$ cat src/verilog/buck_regs_pkg.sv
// Shared constants and carriers for the regulator command and status bank
package buck_regs_pkg;

    localparam int CH_COUNT = 3;

    // Register offsets
    localparam logic [7:0] CHANNEL1_COMMAND_OFS       = 8'h03;
    localparam logic [7:0] CHANNEL2_COMMAND_OFS       = 8'h04;
    localparam logic [7:0] CHANNEL3_COMMAND_OFS       = 8'h05;
    localparam logic [7:0] SYSTEM_CONDITION_FLAGS_OFS = 8'h06;

    // Command register field positions
    localparam int CMD_SOFT_DISABLE_BIT = 0;
    localparam int CMD_LIGHT_LOAD_BIT   = 1;
    localparam int CMD_SLEW_LSB_BIT     = 4;
    localparam int CMD_SLEW_MSB_BIT     = 6;

    // Status register field positions
    localparam int STS_OUTPUT_OK_LSB_BIT   = 0;
    localparam int STS_THERMAL_WARN_BIT    = 3;
    localparam int STS_OVERCURRENT_LSB_BIT = 4;
    localparam int STS_THERMAL_PROT_BIT    = 7;

    // Reset values
    localparam logic [7:0] CMD_RESET_VALUE    = 8'h00;
    localparam logic [7:0] STATUS_RESET_VALUE = 8'h00;
    localparam logic [7:0] READ_IDLE_VALUE    = 8'h00;

    // Slew pacing: code k gives one step per 2^k switching cycles
    localparam int          SLEW_CODE_W  = 3;
    localparam int          SLEW_CNT_W   = 7;
    localparam logic [SLEW_CNT_W-1:0] SLEW_CNT_RESET = 7'h00;

    // Command register layout, bit 7 down to bit 0
    typedef struct packed {
        logic                   spare7;
        logic [SLEW_CODE_W-1:0] slew_code;
        logic                   spare3;
        logic                   spare2;
        logic                   light_load_select;
        logic                   soft_disable;
    } cmd_reg_t;

    // Status register layout, bit 7 down to bit 0
    typedef struct packed {
        logic       thermal_protect_flag;
        logic [2:0] overcurrent_flag;
        logic       thermal_warning_flag;
        logic [2:0] output_ok;
    } status_reg_t;

    // One register access from the serial protocol engine
    typedef struct packed {
        logic       wr;
        logic       rd;
        logic [7:0] addr;
        logic [7:0] wdata;
    } reg_req_t;

endpackage

$ cat src/verilog/slew_step_pacer.sv
// Per-channel pacer that paces voltage-target steps from the slew code
`timescale 1ns/100ps
module slew_step_pacer
    import buck_regs_pkg::*;
(
    input  wire logic                   clk,
    input  wire logic                   reset,
    input  wire logic                   ce,
    input  wire logic                   tick,
    input  wire logic                   run,
    input  wire logic [SLEW_CODE_W-1:0] code,
    output logic                        step
);

    logic [SLEW_CNT_W-1:0] cnt_ff;
    logic [SLEW_CNT_W-1:0] nxt_cnt;
    logic                  step_ff;
    logic                  nxt_step;
    logic [SLEW_CNT_W-1:0] last_cnt;

    // A code change mid-interval takes effect at once; a count above the new
    // limit meets the >= compare and steps and clears on the next tick rather than wrapping round
    always_comb
    begin
        last_cnt = SLEW_CNT_W'((8'h01 << code) - 8'h01);
        nxt_cnt  = cnt_ff;
        nxt_step = 1'b0;
        if (!run)
        begin
            nxt_cnt = SLEW_CNT_RESET;
        end
        else if (tick)
        begin
            if (cnt_ff >= last_cnt)
            begin
                nxt_cnt  = SLEW_CNT_RESET;
                nxt_step = 1'b1;
            end
            else
            begin
                nxt_cnt = SLEW_CNT_W'(cnt_ff + 7'h01);
            end
        end
    end

    always_ff @(posedge clk)
    begin
        if (reset)
        begin
            cnt_ff  <= SLEW_CNT_RESET;
            step_ff <= 1'b0;
        end
        else if (ce)
        begin
            cnt_ff  <= nxt_cnt;
            step_ff <= nxt_step;
        end
    end

    assign step = step_ff;
endmodule

$ cat src/verilog/buck_command_status_regs.sv
// Command and status register bank of a three-channel step-down regulator
// Operation
// - Three eight-bit command registers at 0x03..0x05
// - Bits 6..4 hold slew code, reset zero
// - Code k steps target every 2^k cycles
// - Bit 1: 0 pulse skipping, 1 forced PWM
// - Bit 0 high shuts the channel off
// - Read-only status register at 0x06
// - Status bit 7: over-temperature protection active
// - Status bits 6..4: channel three..one hiccup
// - Status bit 3: die above warning temperature
// - Status bits 2..0: channel three..one output good
// - Bits 7,3,2 stored, read back, no effect
// - Write lands at last data bit strobe
// - Access works unless all enable pins low
`timescale 1ns/100ps
module buck_command_status_regs
    import buck_regs_pkg::*;
(
    input  wire logic                        CLK,
    input  wire logic                        RESET,
    input  wire logic                        CE,
    input  wire reg_req_t                    REG_REQ,
    input  wire logic [CH_COUNT-1:0]         CH_HW_ENABLE_PIN,
    input  wire logic                        SW_CYCLE_TICK,
    input  wire logic                        THERMAL_PROTECT_FLAG,
    input  wire logic                        THERMAL_WARNING_FLAG,
    input  wire logic [CH_COUNT-1:0]         CH_OVERCURRENT_FLAG,
    input  wire logic [CH_COUNT-1:0]         CH_OUTPUT_OK,
    output logic [7:0]                       REG_RDATA,
    output logic                             REG_RVALID,
    output logic [CH_COUNT-1:0]              CH_SOFT_DISABLE,
    output logic [CH_COUNT-1:0]              CH_LIGHT_LOAD_SELECT,
    output logic [CH_COUNT-1:0][SLEW_CODE_W-1:0] CH_SLEW_CODE,
    output logic [CH_COUNT-1:0]              CH_SLEW_STEP
);

    cmd_reg_t    cmd_ff [CH_COUNT];
    cmd_reg_t    nxt_cmd [CH_COUNT];
    status_reg_t status_meta_ff;
    status_reg_t status_ff;
    status_reg_t status_raw;
    logic [7:0]  rdata_ff;
    logic [7:0]  nxt_rdata;
    logic        rvalid_ff;
    logic        nxt_rvalid;
    logic        access_ok;

    // Any one enable pin powers the interface; software disables do not
    assign access_ok = |CH_HW_ENABLE_PIN;

    // Monitor levels are asynchronous to the register clock
    always_comb
    begin
        status_raw.thermal_protect_flag = THERMAL_PROTECT_FLAG;
        status_raw.overcurrent_flag     = CH_OVERCURRENT_FLAG;
        status_raw.thermal_warning_flag = THERMAL_WARNING_FLAG;
        status_raw.output_ok            = CH_OUTPUT_OK;
    end

    // The first stage feeds only the second stage
    always_ff @(posedge CLK)
    begin
        if (RESET)
        begin
            status_meta_ff <= STATUS_RESET_VALUE;
            status_ff      <= STATUS_RESET_VALUE;
        end
        else if (CE)
        begin
            status_meta_ff <= status_raw;
            status_ff      <= status_meta_ff;
        end
    end

    genvar ch;
    generate
        for (ch = 0; ch < CH_COUNT; ch++)
        begin : g_chan
            localparam logic [7:0] OFS = CHANNEL1_COMMAND_OFS + 8'(ch);

            // The protocol engine raises wr on the falling clock of the last
            // data bit, so the byte is never applied before it is complete
            always_comb
            begin
                nxt_cmd[ch] = cmd_ff[ch];
                if (REG_REQ.wr && access_ok && REG_REQ.addr == OFS)
                begin
                    nxt_cmd[ch] = cmd_reg_t'(REG_REQ.wdata);
                end
            end

            always_ff @(posedge CLK)
            begin
                if (RESET)
                begin
                    cmd_ff[ch] <= cmd_reg_t'(CMD_RESET_VALUE);
                end
                else if (CE)
                begin
                    cmd_ff[ch] <= nxt_cmd[ch];
                end
            end

            assign CH_SOFT_DISABLE[ch]      = cmd_ff[ch].soft_disable;
            assign CH_LIGHT_LOAD_SELECT[ch] = cmd_ff[ch].light_load_select;
            assign CH_SLEW_CODE[ch]         = cmd_ff[ch].slew_code;

            slew_step_pacer u_pacer (
                .clk   (CLK),
                .reset (RESET),
                .ce    (CE),
                .tick  (SW_CYCLE_TICK),
                .run   (!cmd_ff[ch].soft_disable),
                .code  (cmd_ff[ch].slew_code),
                .step  (CH_SLEW_STEP[ch])
            );

        end
    endgenerate

    // Register read path; unmapped and left-out offsets answer zero
    always_comb
    begin
        nxt_rdata  = rdata_ff;
        nxt_rvalid = 1'b0;
        if (REG_REQ.rd && access_ok)
        begin
            nxt_rvalid = 1'b1;
            case (REG_REQ.addr)
                CHANNEL1_COMMAND_OFS:       nxt_rdata = cmd_ff[0];
                CHANNEL2_COMMAND_OFS:       nxt_rdata = cmd_ff[1];
                CHANNEL3_COMMAND_OFS:       nxt_rdata = cmd_ff[2];
                SYSTEM_CONDITION_FLAGS_OFS: nxt_rdata = status_ff;
                default:                    nxt_rdata = READ_IDLE_VALUE;
            endcase
        end
    end

    always_ff @(posedge CLK)
    begin
        if (RESET)
        begin
            rdata_ff  <= READ_IDLE_VALUE;
            rvalid_ff <= 1'b0;
        end
        else if (CE)
        begin
            rdata_ff  <= nxt_rdata;
            rvalid_ff <= nxt_rvalid;
        end
    end

    assign REG_RDATA  = rdata_ff;
    assign REG_RVALID = rvalid_ff;
endmodule

$ cat config.mk
export PLATFORM = sky130hd
export DESIGN_NAME = buck_command_status_regs
export DESIGN_NICKNAME = d
export VERILOG_FILES = /design/src/verilog/buck_regs_pkg.sv /design/src/verilog/slew_step_pacer.sv /design/src/verilog/buck_command_status_regs.sv
export SDC_FILE = /design/constraint.sdc
export NUM_CORES = 1
export LEC_CHECK = 0
export BUFFER_PORTS_ARGS = -buffer_cell sky130_fd_sc_hd__buf_2
export CAP_MARGIN = 40
export CORE_MARGIN = 8
export CORE_UTILIZATION = 50
export CTS_CLUSTER_DIAMETER = 80
export DETAILED_ROUTE_END_ITERATION = 16
export HOLD_SLACK_MARGIN = 0.03
export PLACE_DENSITY = 0.78
export SKIP_LAST_GASP = 1
export SYNTH_ARGS = -nofsm -noshare
export SYNTH_HDL_FRONTEND = slang
export SYNTH_SLANG_ARGS = --single-unit
$ cat constraint.sdc
create_clock -name CLK -period 3.6 [get_ports CLK]
set_input_delay 0.36 -clock CLK [delete_from_list [all_inputs] [get_ports CLK]]
set_output_delay 0.36 -clock CLK [all_outputs]
set_load 0.1 [all_outputs]
==> Word-level counts from Yosys, hierarchy flattened <==
Memory sizes are Yosys's and may differ from the RTL's.
Index checks and enable logic that the tools add are counted.
{ "word_totals": {"ff_bits": 49, "latchBits": 0, "mem_bits_rw": 24, "rom_bits": 0, "output_inout_bits": 27, "mem_count": 1} }
{ "op_classes": {"add_sub_neg": 6, "n_mul": 0, "div": 0, "n_lt_le_gt_ge": 3, "eq_ne": 4, "n_shift": 3, "muxes": 31, "n_bitwise": 3, "n_reduce_logical": 13} }
{ "mem_list": {"columns": ["memory", "depth", "width", "read_ports", "rd_ports_with_merged_regs", "write_ports", "line_no", "rtl"], "rows": [
  ["cmd_ff", 3, 8, 3, 0, 3, "buck_command_status_regs.sv:38", "cmd_reg_t cmd_ff [CH_COUNT];"]
]} }
{ "ops": {"columns": ["operator", "count"], "rows": [
  ["$mux 7", 9],
  ["$mux 8", 6],
  ["$pmux 8 s4", 1],
  ["$eq 8x3->1 const B", 3],
  ["$add 7x1->7 const B", 3],
  ["$ge 7x7->1", 3],
  ["$shl 1x3->7 const A", 3],
  ["$sub 7x1->7 const B", 3],
  ["$mux 1", 15],
  ["$eq 8x2->1 const B", 1],
  ["$reduce_and 2->1", 4],
  ["$reduce_bool 2->1", 3],
  ["$logic_and 1x1->1", 5],
  ["$or 1x1->1", 3],
  ["$reduce_or 3->1", 1]
]} }

==> Logic depth before layout (Yosys ltp) <==
{ "depth": {"word_depth": 6, "ltp_mapped": 13} }

==> Modules after synthesis <==
From an unflattened synthesis, not the netlist that was laid out.
{ "hier_totals": {"cells_unflattened": 370, "hier_area_um2": 3738.6} }
{ "by_module_without_submodules": {"columns": ["mod", "instances", "cells_per_inst", "area_each_um2", "seq_area_each_um2"], "rows": [
  ["buck_command_status_regs", 1, 181, 2113.3, 1221.2],
  ["slew_step_pacer", 3, 63, 541.8, 160.2]
]} }

==> Worst setup path before layout <==
Ideal clock, no wire load.
{ "synth_timing": {"path_kind": "reg2reg", "startpoint": "memory cmd_ff[1][6] (netlist name)", "endpoint": "register g_chan[1].u_pacer.cnt_ff[2]", "setup_ns": 0.070, "arrival_time_ns": 2.850, "required_ns": 3.530, "path_slack_ns": 0.679, "path_stages_with_launch": 13, "period_less_slack_ns": 2.921, "cell_sequence": "edfxtp_1 or3_1 ha_1 clkbuf_1 nor3_1 a21oi_1 o21a_1 ha_1 a21oi_1 o21ai_0 a211oi_1 o21ai_0 a21oi_1"} }
{ "synth_rtl": {"columns": ["element", "line_no", "rtl"], "rows": [
  ["from (decl)", "buck_command_status_regs.sv:38", null],
  ["to (signal assigned)", "slew_step_pacer.sv:55", "cnt_ff <= nxt_cnt;"],
  ["to (decl)", "slew_step_pacer.sv:15", "logic [SLEW_CNT_W-1:0] cnt_ff;"]
]} }

==> impl_metrics.prom <==
# TYPE chip_impl_metric gauge
chip_impl_metric{name="max-cap-violations",unit=""} 0
chip_impl_metric{name="synth_seq_cells",unit=""} 73
chip_impl_metric{name="worstPathRequired",unit="ps"} 3880
chip_impl_metric{name="numClockSinks",unit=""} 73
chip_impl_metric{name="synth_async_sr_flop_share",unit=""} 0
chip_impl_metric{name="power.leakage",unit="nW"} 1.779
chip_impl_metric{name="gr-usage-all-layers",unit=""} 0.1686
chip_impl_info{name="ys.flop_type",value="sky130_fd_sc_hd__dfxtp_1"} 1
chip_impl_info{name="synth_top_cell_by_area",value="sky130_fd_sc_hd__dfxtp_1"} 1
chip_impl_metric{name="cts_made_buffers",unit=""} 9
chip_impl_metric{name="final_layout_size_suffix_gt1_frac",unit=""} 0.1855
chip_impl_metric{name="first_global_vias",unit=""} 3263
chip_impl_info{name="clock-root-buffer",value="sky130_fd_sc_hd__clkbuf_8"} 1
chip_impl_info{name="critical_path.startpoint_type",value="register"} 1
chip_impl_metric{name="switching_share_of_power",unit=""} 0.2960
chip_impl_metric{name="netlist_area",unit="mm²"} 0.003877
chip_impl_metric{name="fp-row-count",unit=""} 32
chip_impl_metric{name="clk_transition_reported_paths",unit="ps"} 80
chip_impl_metric{name="detailroute.via_count",unit=""} 3263
chip_impl_metric{name="power.combinational.fraction",unit=""} 0.158
chip_impl_metric{name="routed_via_count_divided_by_cell_count",unit=""} 5.715
chip_impl_metric{name="io_buffers",unit=""} 59
chip_impl_metric{name="power.sequential.fraction",unit=""} 0.503
chip_impl_metric{name="final_core_utilization",unit=""} 0.5686
chip_impl_metric{name="synthesis.area_per_instance",unit="µm²"} 9.188
chip_impl_metric{name="post_cts_setup_buffers",unit=""} 0
chip_impl_metric{name="die-width",unit="µm"} 104.1
chip_impl_metric{name="crit_path_max_fanout",unit=""} 8
chip_impl_metric{name="floorplan.initialDensity",unit=""} 0.5097
chip_impl_metric{name="period_needed",unit="ps"} 3008
chip_impl_info{name="critPathCapture",value="g_chan[1].u_pacer.cnt_ff[3]"} 1
chip_impl_metric{name="report.final.hold_viol_count",unit=""} 0
chip_impl_metric{name="ctsResizeCount",unit=""} 0
chip_impl_metric{name="clock_path_buffers",unit=""} 2
chip_impl_metric{name="syn-num-nets",unit=""} 481
chip_impl_metric{name="post-route-cell-area",unit="mm²"} 0.004325
chip_impl_info{name="sort_of_element_at_the_end_of_the_critical_path",value="register"} 1
chip_impl_metric{name="p_sw",unit="W"} 0.0005392
chip_impl_metric{name="post_cts_hold_buffer_count",unit=""} 0
chip_impl_metric{name="die_h",unit="µm"} 104.1
chip_impl_metric{name="grt_max_degree",unit=""} 46
chip_impl_metric{name="setup_viol",unit=""} 0
chip_impl_metric{name="drt_drc_violations_left",unit=""} 0
chip_impl_metric{name="power.density",unit="mW/mm²"} 421.1
chip_impl_metric{name="final_min_period_over_clock_period",unit=""} 0.8355
chip_impl_metric{name="cell_internal_pwr",unit="W"} 0.001282
chip_impl_info{name="post_synth_most_frequent_cells",value="sky130_fd_sc_hd__dfxtp_1, sky130_fd_sc_hd__nor2_1, sky130_fd_sc_hd__nand2_1"} 1
chip_impl_metric{name="critPathBufInv",unit=""} 1
chip_impl_info{name="cts_tree",value="done"} 1
chip_impl_info{name="yosysMostFrequentCell",value="sky130_fd_sc_hd__dfxtp_1"} 1
chip_impl_metric{name="grt_antenna_before_repair",unit=""} 0
chip_impl_info{name="r2r_end",value="g_chan[1].u_pacer.cnt_ff[3]"} 1
chip_impl_metric{name="antenna_cells",unit=""} 0
chip_impl_metric{name="final_max_slew_viol_count",unit=""} 0
chip_impl_metric{name="flow.area_growth_from_synthesis",unit="%"} 11.55
chip_impl_metric{name="dp_hpwl",unit="µm"} 6761
chip_impl_info{name="worstSetupStartpoint",value="cmd_ff[1][6]"} 1
chip_impl_metric{name="fin_tns_setup",unit="ps"} 0
chip_impl_metric{name="dieArea",unit="mm²"} 0.01083
chip_impl_info{name="cpLargestDelayFamily",value="compound AO/OA/AOI/OAI gates"} 1
chip_impl_info{name="critical_path.slowest_cell",value="sky130_fd_sc_hd__edfxtp_1"} 1
chip_impl_metric{name="clk-insertion-delay-late",unit="ps"} 350
chip_impl_metric{name="synthCells",unit=""} 422
chip_impl_metric{name="postRouteAntennaNets",unit=""} 0
chip_impl_metric{name="critical_path_arrival",unit="ps"} 3290
chip_impl_metric{name="io_pins",unit=""} 60
chip_impl_metric{name="global_route_wire_length_before_repair",unit="µm"} 15250
chip_impl_metric{name="finClkSkew",unit="ps"} 11.40
chip_impl_metric{name="synth_edf_count",unit=""} 24
chip_impl_metric{name="worst_r2r_path_depth",unit=""} 12
chip_impl_metric{name="slew_headroom",unit=""} 0.5191
chip_impl_metric{name="fin_nets",unit=""} 523
chip_impl_metric{name="critPathMaxStageDelay",unit="ps"} 510
chip_impl_info{name="cp_cell_sequence",value="or3_1 -> ha_1 -> nor3_1 -> a21oi_1 -> o21a_1 -> ha_1 -> a21oi_1 -> o21ai_0 -> a211oi_1 -> buf_4 -> nand3_1 -> a31oi_1"} 1
chip_impl_info{name="post_synth_main_area_contributors",value="sky130_fd_sc_hd__dfxtp_1, sky130_fd_sc_hd__edfxtp_1, sky130_fd_sc_hd__ha_1"} 1
chip_impl_metric{name="yosysUniqueCellTypes",unit=""} 43
chip_impl_info{name="outcome",value="completed"} 1
chip_impl_metric{name="timing_worst_slew_pin_value",unit="ps"} 712.2
chip_impl_metric{name="total_power",unit="W"} 0.001821
chip_impl_metric{name="ir_worst_vdd",unit="mV"} 0.2942
chip_impl_info{name="timing.rr.start",value="cmd_ff[1][6]"} 1
chip_impl_metric{name="std_cell_core_area",unit="mm²"} 0.007607
chip_impl_metric{name="yosysTopAreaCellShare",unit=""} 0.2530
chip_impl_metric{name="clock_power_share",unit=""} 0.340
chip_impl_info{name="worst-setup-path-type",value="reg -> reg"} 1
chip_impl_metric{name="post_drt_wl_per_cell",unit="µm"} 15.85
chip_impl_metric{name="drt-initial-drc-count",unit=""} 197
chip_impl_metric{name="yosysWarningCount",unit=""} 0
chip_impl_metric{name="firstDrtPassIters",unit=""} 5
chip_impl_metric{name="synth_sequential_area_ratio",unit=""} 0.4389
chip_impl_metric{name="ff2ff_setup_slack",unit="ps"} 590
chip_impl_metric{name="cts_htree_levels",unit=""} 3
chip_impl_metric{name="postRouteWirelength",unit="µm"} 9048
chip_impl_info{name="hold_class",value="in -> reg"} 1
chip_impl_metric{name="cp_num_cells",unit=""} 12
chip_impl_metric{name="finalWeightedCongestion",unit=""} 0.8786
chip_impl_metric{name="achievable-frequency",unit="MHz"} 332.5
chip_impl_metric{name="global_route_overflow",unit=""} 0
chip_impl_metric{name="postPlaceCellArea",unit="mm²"} 0.004138
chip_impl_info{name="grt_setup_unrepaired",value="no"} 1
chip_impl_metric{name="fin_worst_hold_slack",unit="ps"} 253.7
## registers in the layout, summed over array words and instances, names as in the netlist
name                   flops
REG_RDATA                  8
REG_RVALID                 1
cmd_ff                    24
g_chan.u_pacer.cnt_ff     21
g_chan.u_pacer.step        3
status_ff                  8
status_meta_ff             8
## kinds of logic (layout without fill, tap and decap cells)
| logic type | after synthesis | count (layout) | share of synthesized area |
|---|---|---|---|
| AO/OA/AOI/OAI | 110 | 110 | 0.1810 |
| AND/OR/NAND/NOR | 147 | 147 | 0.1807 |
| buffers and inverters | 44 | 91 | 0.06034 |
| XOR/XNOR | 5 | 5 | 0.01130 |
| adder cells (fa/ha/maj) | 26 | 26 | 0.08390 |
| multiplexers | 17 | 17 | 0.04388 |
| flip-flops | 73 | 73 | 0.4389 |
## power by group through the flow
stage               clock, W  combinational (W)  sequential (W)
floorplan                  0           0.000231        0.000928
global placement           0           0.000278        0.000931
detailed placement         0           0.000285        0.000934
CTS                 0.000630           0.000287        0.000915
global route        0.000662           0.000310        0.000920
finish              0.000619           0.000287        0.000915
## placed cells by master, fill, tap and decap left out, types with 2 or more instances in the layout
cell type / synthesis / layout
sky130_fd_sc_hd__buf_2: 1 / 59
sky130_fd_sc_hd__dfxtp_1: 49 / 49
sky130_fd_sc_hd__nor2_1: 45 / 45
sky130_fd_sc_hd__nand2_1: 39 / 39
sky130_fd_sc_hd__a21oi_1: 33 / 33
sky130_fd_sc_hd__ha_1: 26 / 26
sky130_fd_sc_hd__edfxtp_1: 24 / 24
sky130_fd_sc_hd__a22oi_1: 22 / 22
sky130_fd_sc_hd__o21ai_0: 20 / 20
sky130_fd_sc_hd__nand3_1: 17 / 17
sky130_fd_sc_hd__mux2i_1: 17 / 17
sky130_fd_sc_hd__inv_1: 11 / 11
sky130_fd_sc_hd__nor3_1: 11 / 11
sky130_fd_sc_hd__nor2b_1: 10 / 10
sky130_fd_sc_hd__and2_1: 9 / 9
sky130_fd_sc_hd__clkbuf_8: 0 / 9
sky130_fd_sc_hd__a21o_1: 5 / 5
sky130_fd_sc_hd__a211oi_1: 5 / 5
sky130_fd_sc_hd__or3_1: 4 / 4
sky130_fd_sc_hd__o21a_1: 4 / 4
sky130_fd_sc_hd__or2_2: 4 / 4
sky130_fd_sc_hd__a31oi_1: 4 / 4
sky130_fd_sc_hd__xor2_1: 3 / 3
sky130_fd_sc_hd__nor3b_1: 3 / 3
sky130_fd_sc_hd__o21ai_1: 3 / 3
sky130_fd_sc_hd__buf_4: 18 / 3
sky130_fd_sc_hd__xnor2_1: 2 / 2
sky130_fd_sc_hd__o211ai_1: 2 / 2
sky130_fd_sc_hd__or4_4: 2 / 2
sky130_fd_sc_hd__o311ai_0: 2 / 2
sky130_fd_sc_hd__a31o_2: 2 / 2
sky130_fd_sc_hd__o32ai_1: 2 / 2
sky130_fd_sc_hd__clkbuf_1: 12 / 2
sky130_fd_sc_hd__clkinv_2: 0 / 2
## worst register-to-register path, stage by stage, from the launching register on
cell	delay, ps
sky130_fd_sc_hd__edfxtp_1	510
sky130_fd_sc_hd__or3_1	440
sky130_fd_sc_hd__ha_1	290
sky130_fd_sc_hd__nor3_1	210
sky130_fd_sc_hd__a21oi_1	80
sky130_fd_sc_hd__o21a_1	190
sky130_fd_sc_hd__ha_1	300
sky130_fd_sc_hd__a21oi_1	150
sky130_fd_sc_hd__o21ai_0	120
sky130_fd_sc_hd__a211oi_1	220
sky130_fd_sc_hd__buf_4	180
sky130_fd_sc_hd__nand3_1	80
sky130_fd_sc_hd__a31oi_1	160
## worst min path at each step
stage | startpoint | to | cells past startpoint
after floorplan | cmd_ff[1][2] | REG_RDATA[2] | 2
after global placement | REG_RVALID | REG_RVALID | 2
after CTS | CH_OVERCURRENT_FLAG[2] | status_meta_ff[6] | 3
after detailed placement | REG_RVALID | REG_RVALID | 2
final | THERMAL_PROTECT_FLAG | status_meta_ff[7] | 3
after global routing | CH_OVERCURRENT_FLAG[2] | status_meta_ff[6] | 3
## final cells by class
class	count	area [µm²]
fill	688	3282
multi-input combinational	305	1942
sequential	73	1702
timing repair buffer	63	321.6
clock buffer	11	131.4
tap	102	127.6
clock inverter	5	56.30
inverter	12	45.04
## stage by stage
step                      instances  setup slack (ps)
after global routing            571             320.2
after floorplan                 422             679.4
after detailed placement        555             669.6
after CTS                       571             640.8
after global placement          554             782.6
final                           571             592.3
## metal layers
layer	track usage	routed length, µm	up-vias
met5	0	0	-
met4	0.08273	278	0
met3	0.03284	440	23
met2	0.2851	4378	106
met1	0.2000	3950	1537
li1	-	-	1597
(Power assumes the default switching activity.)
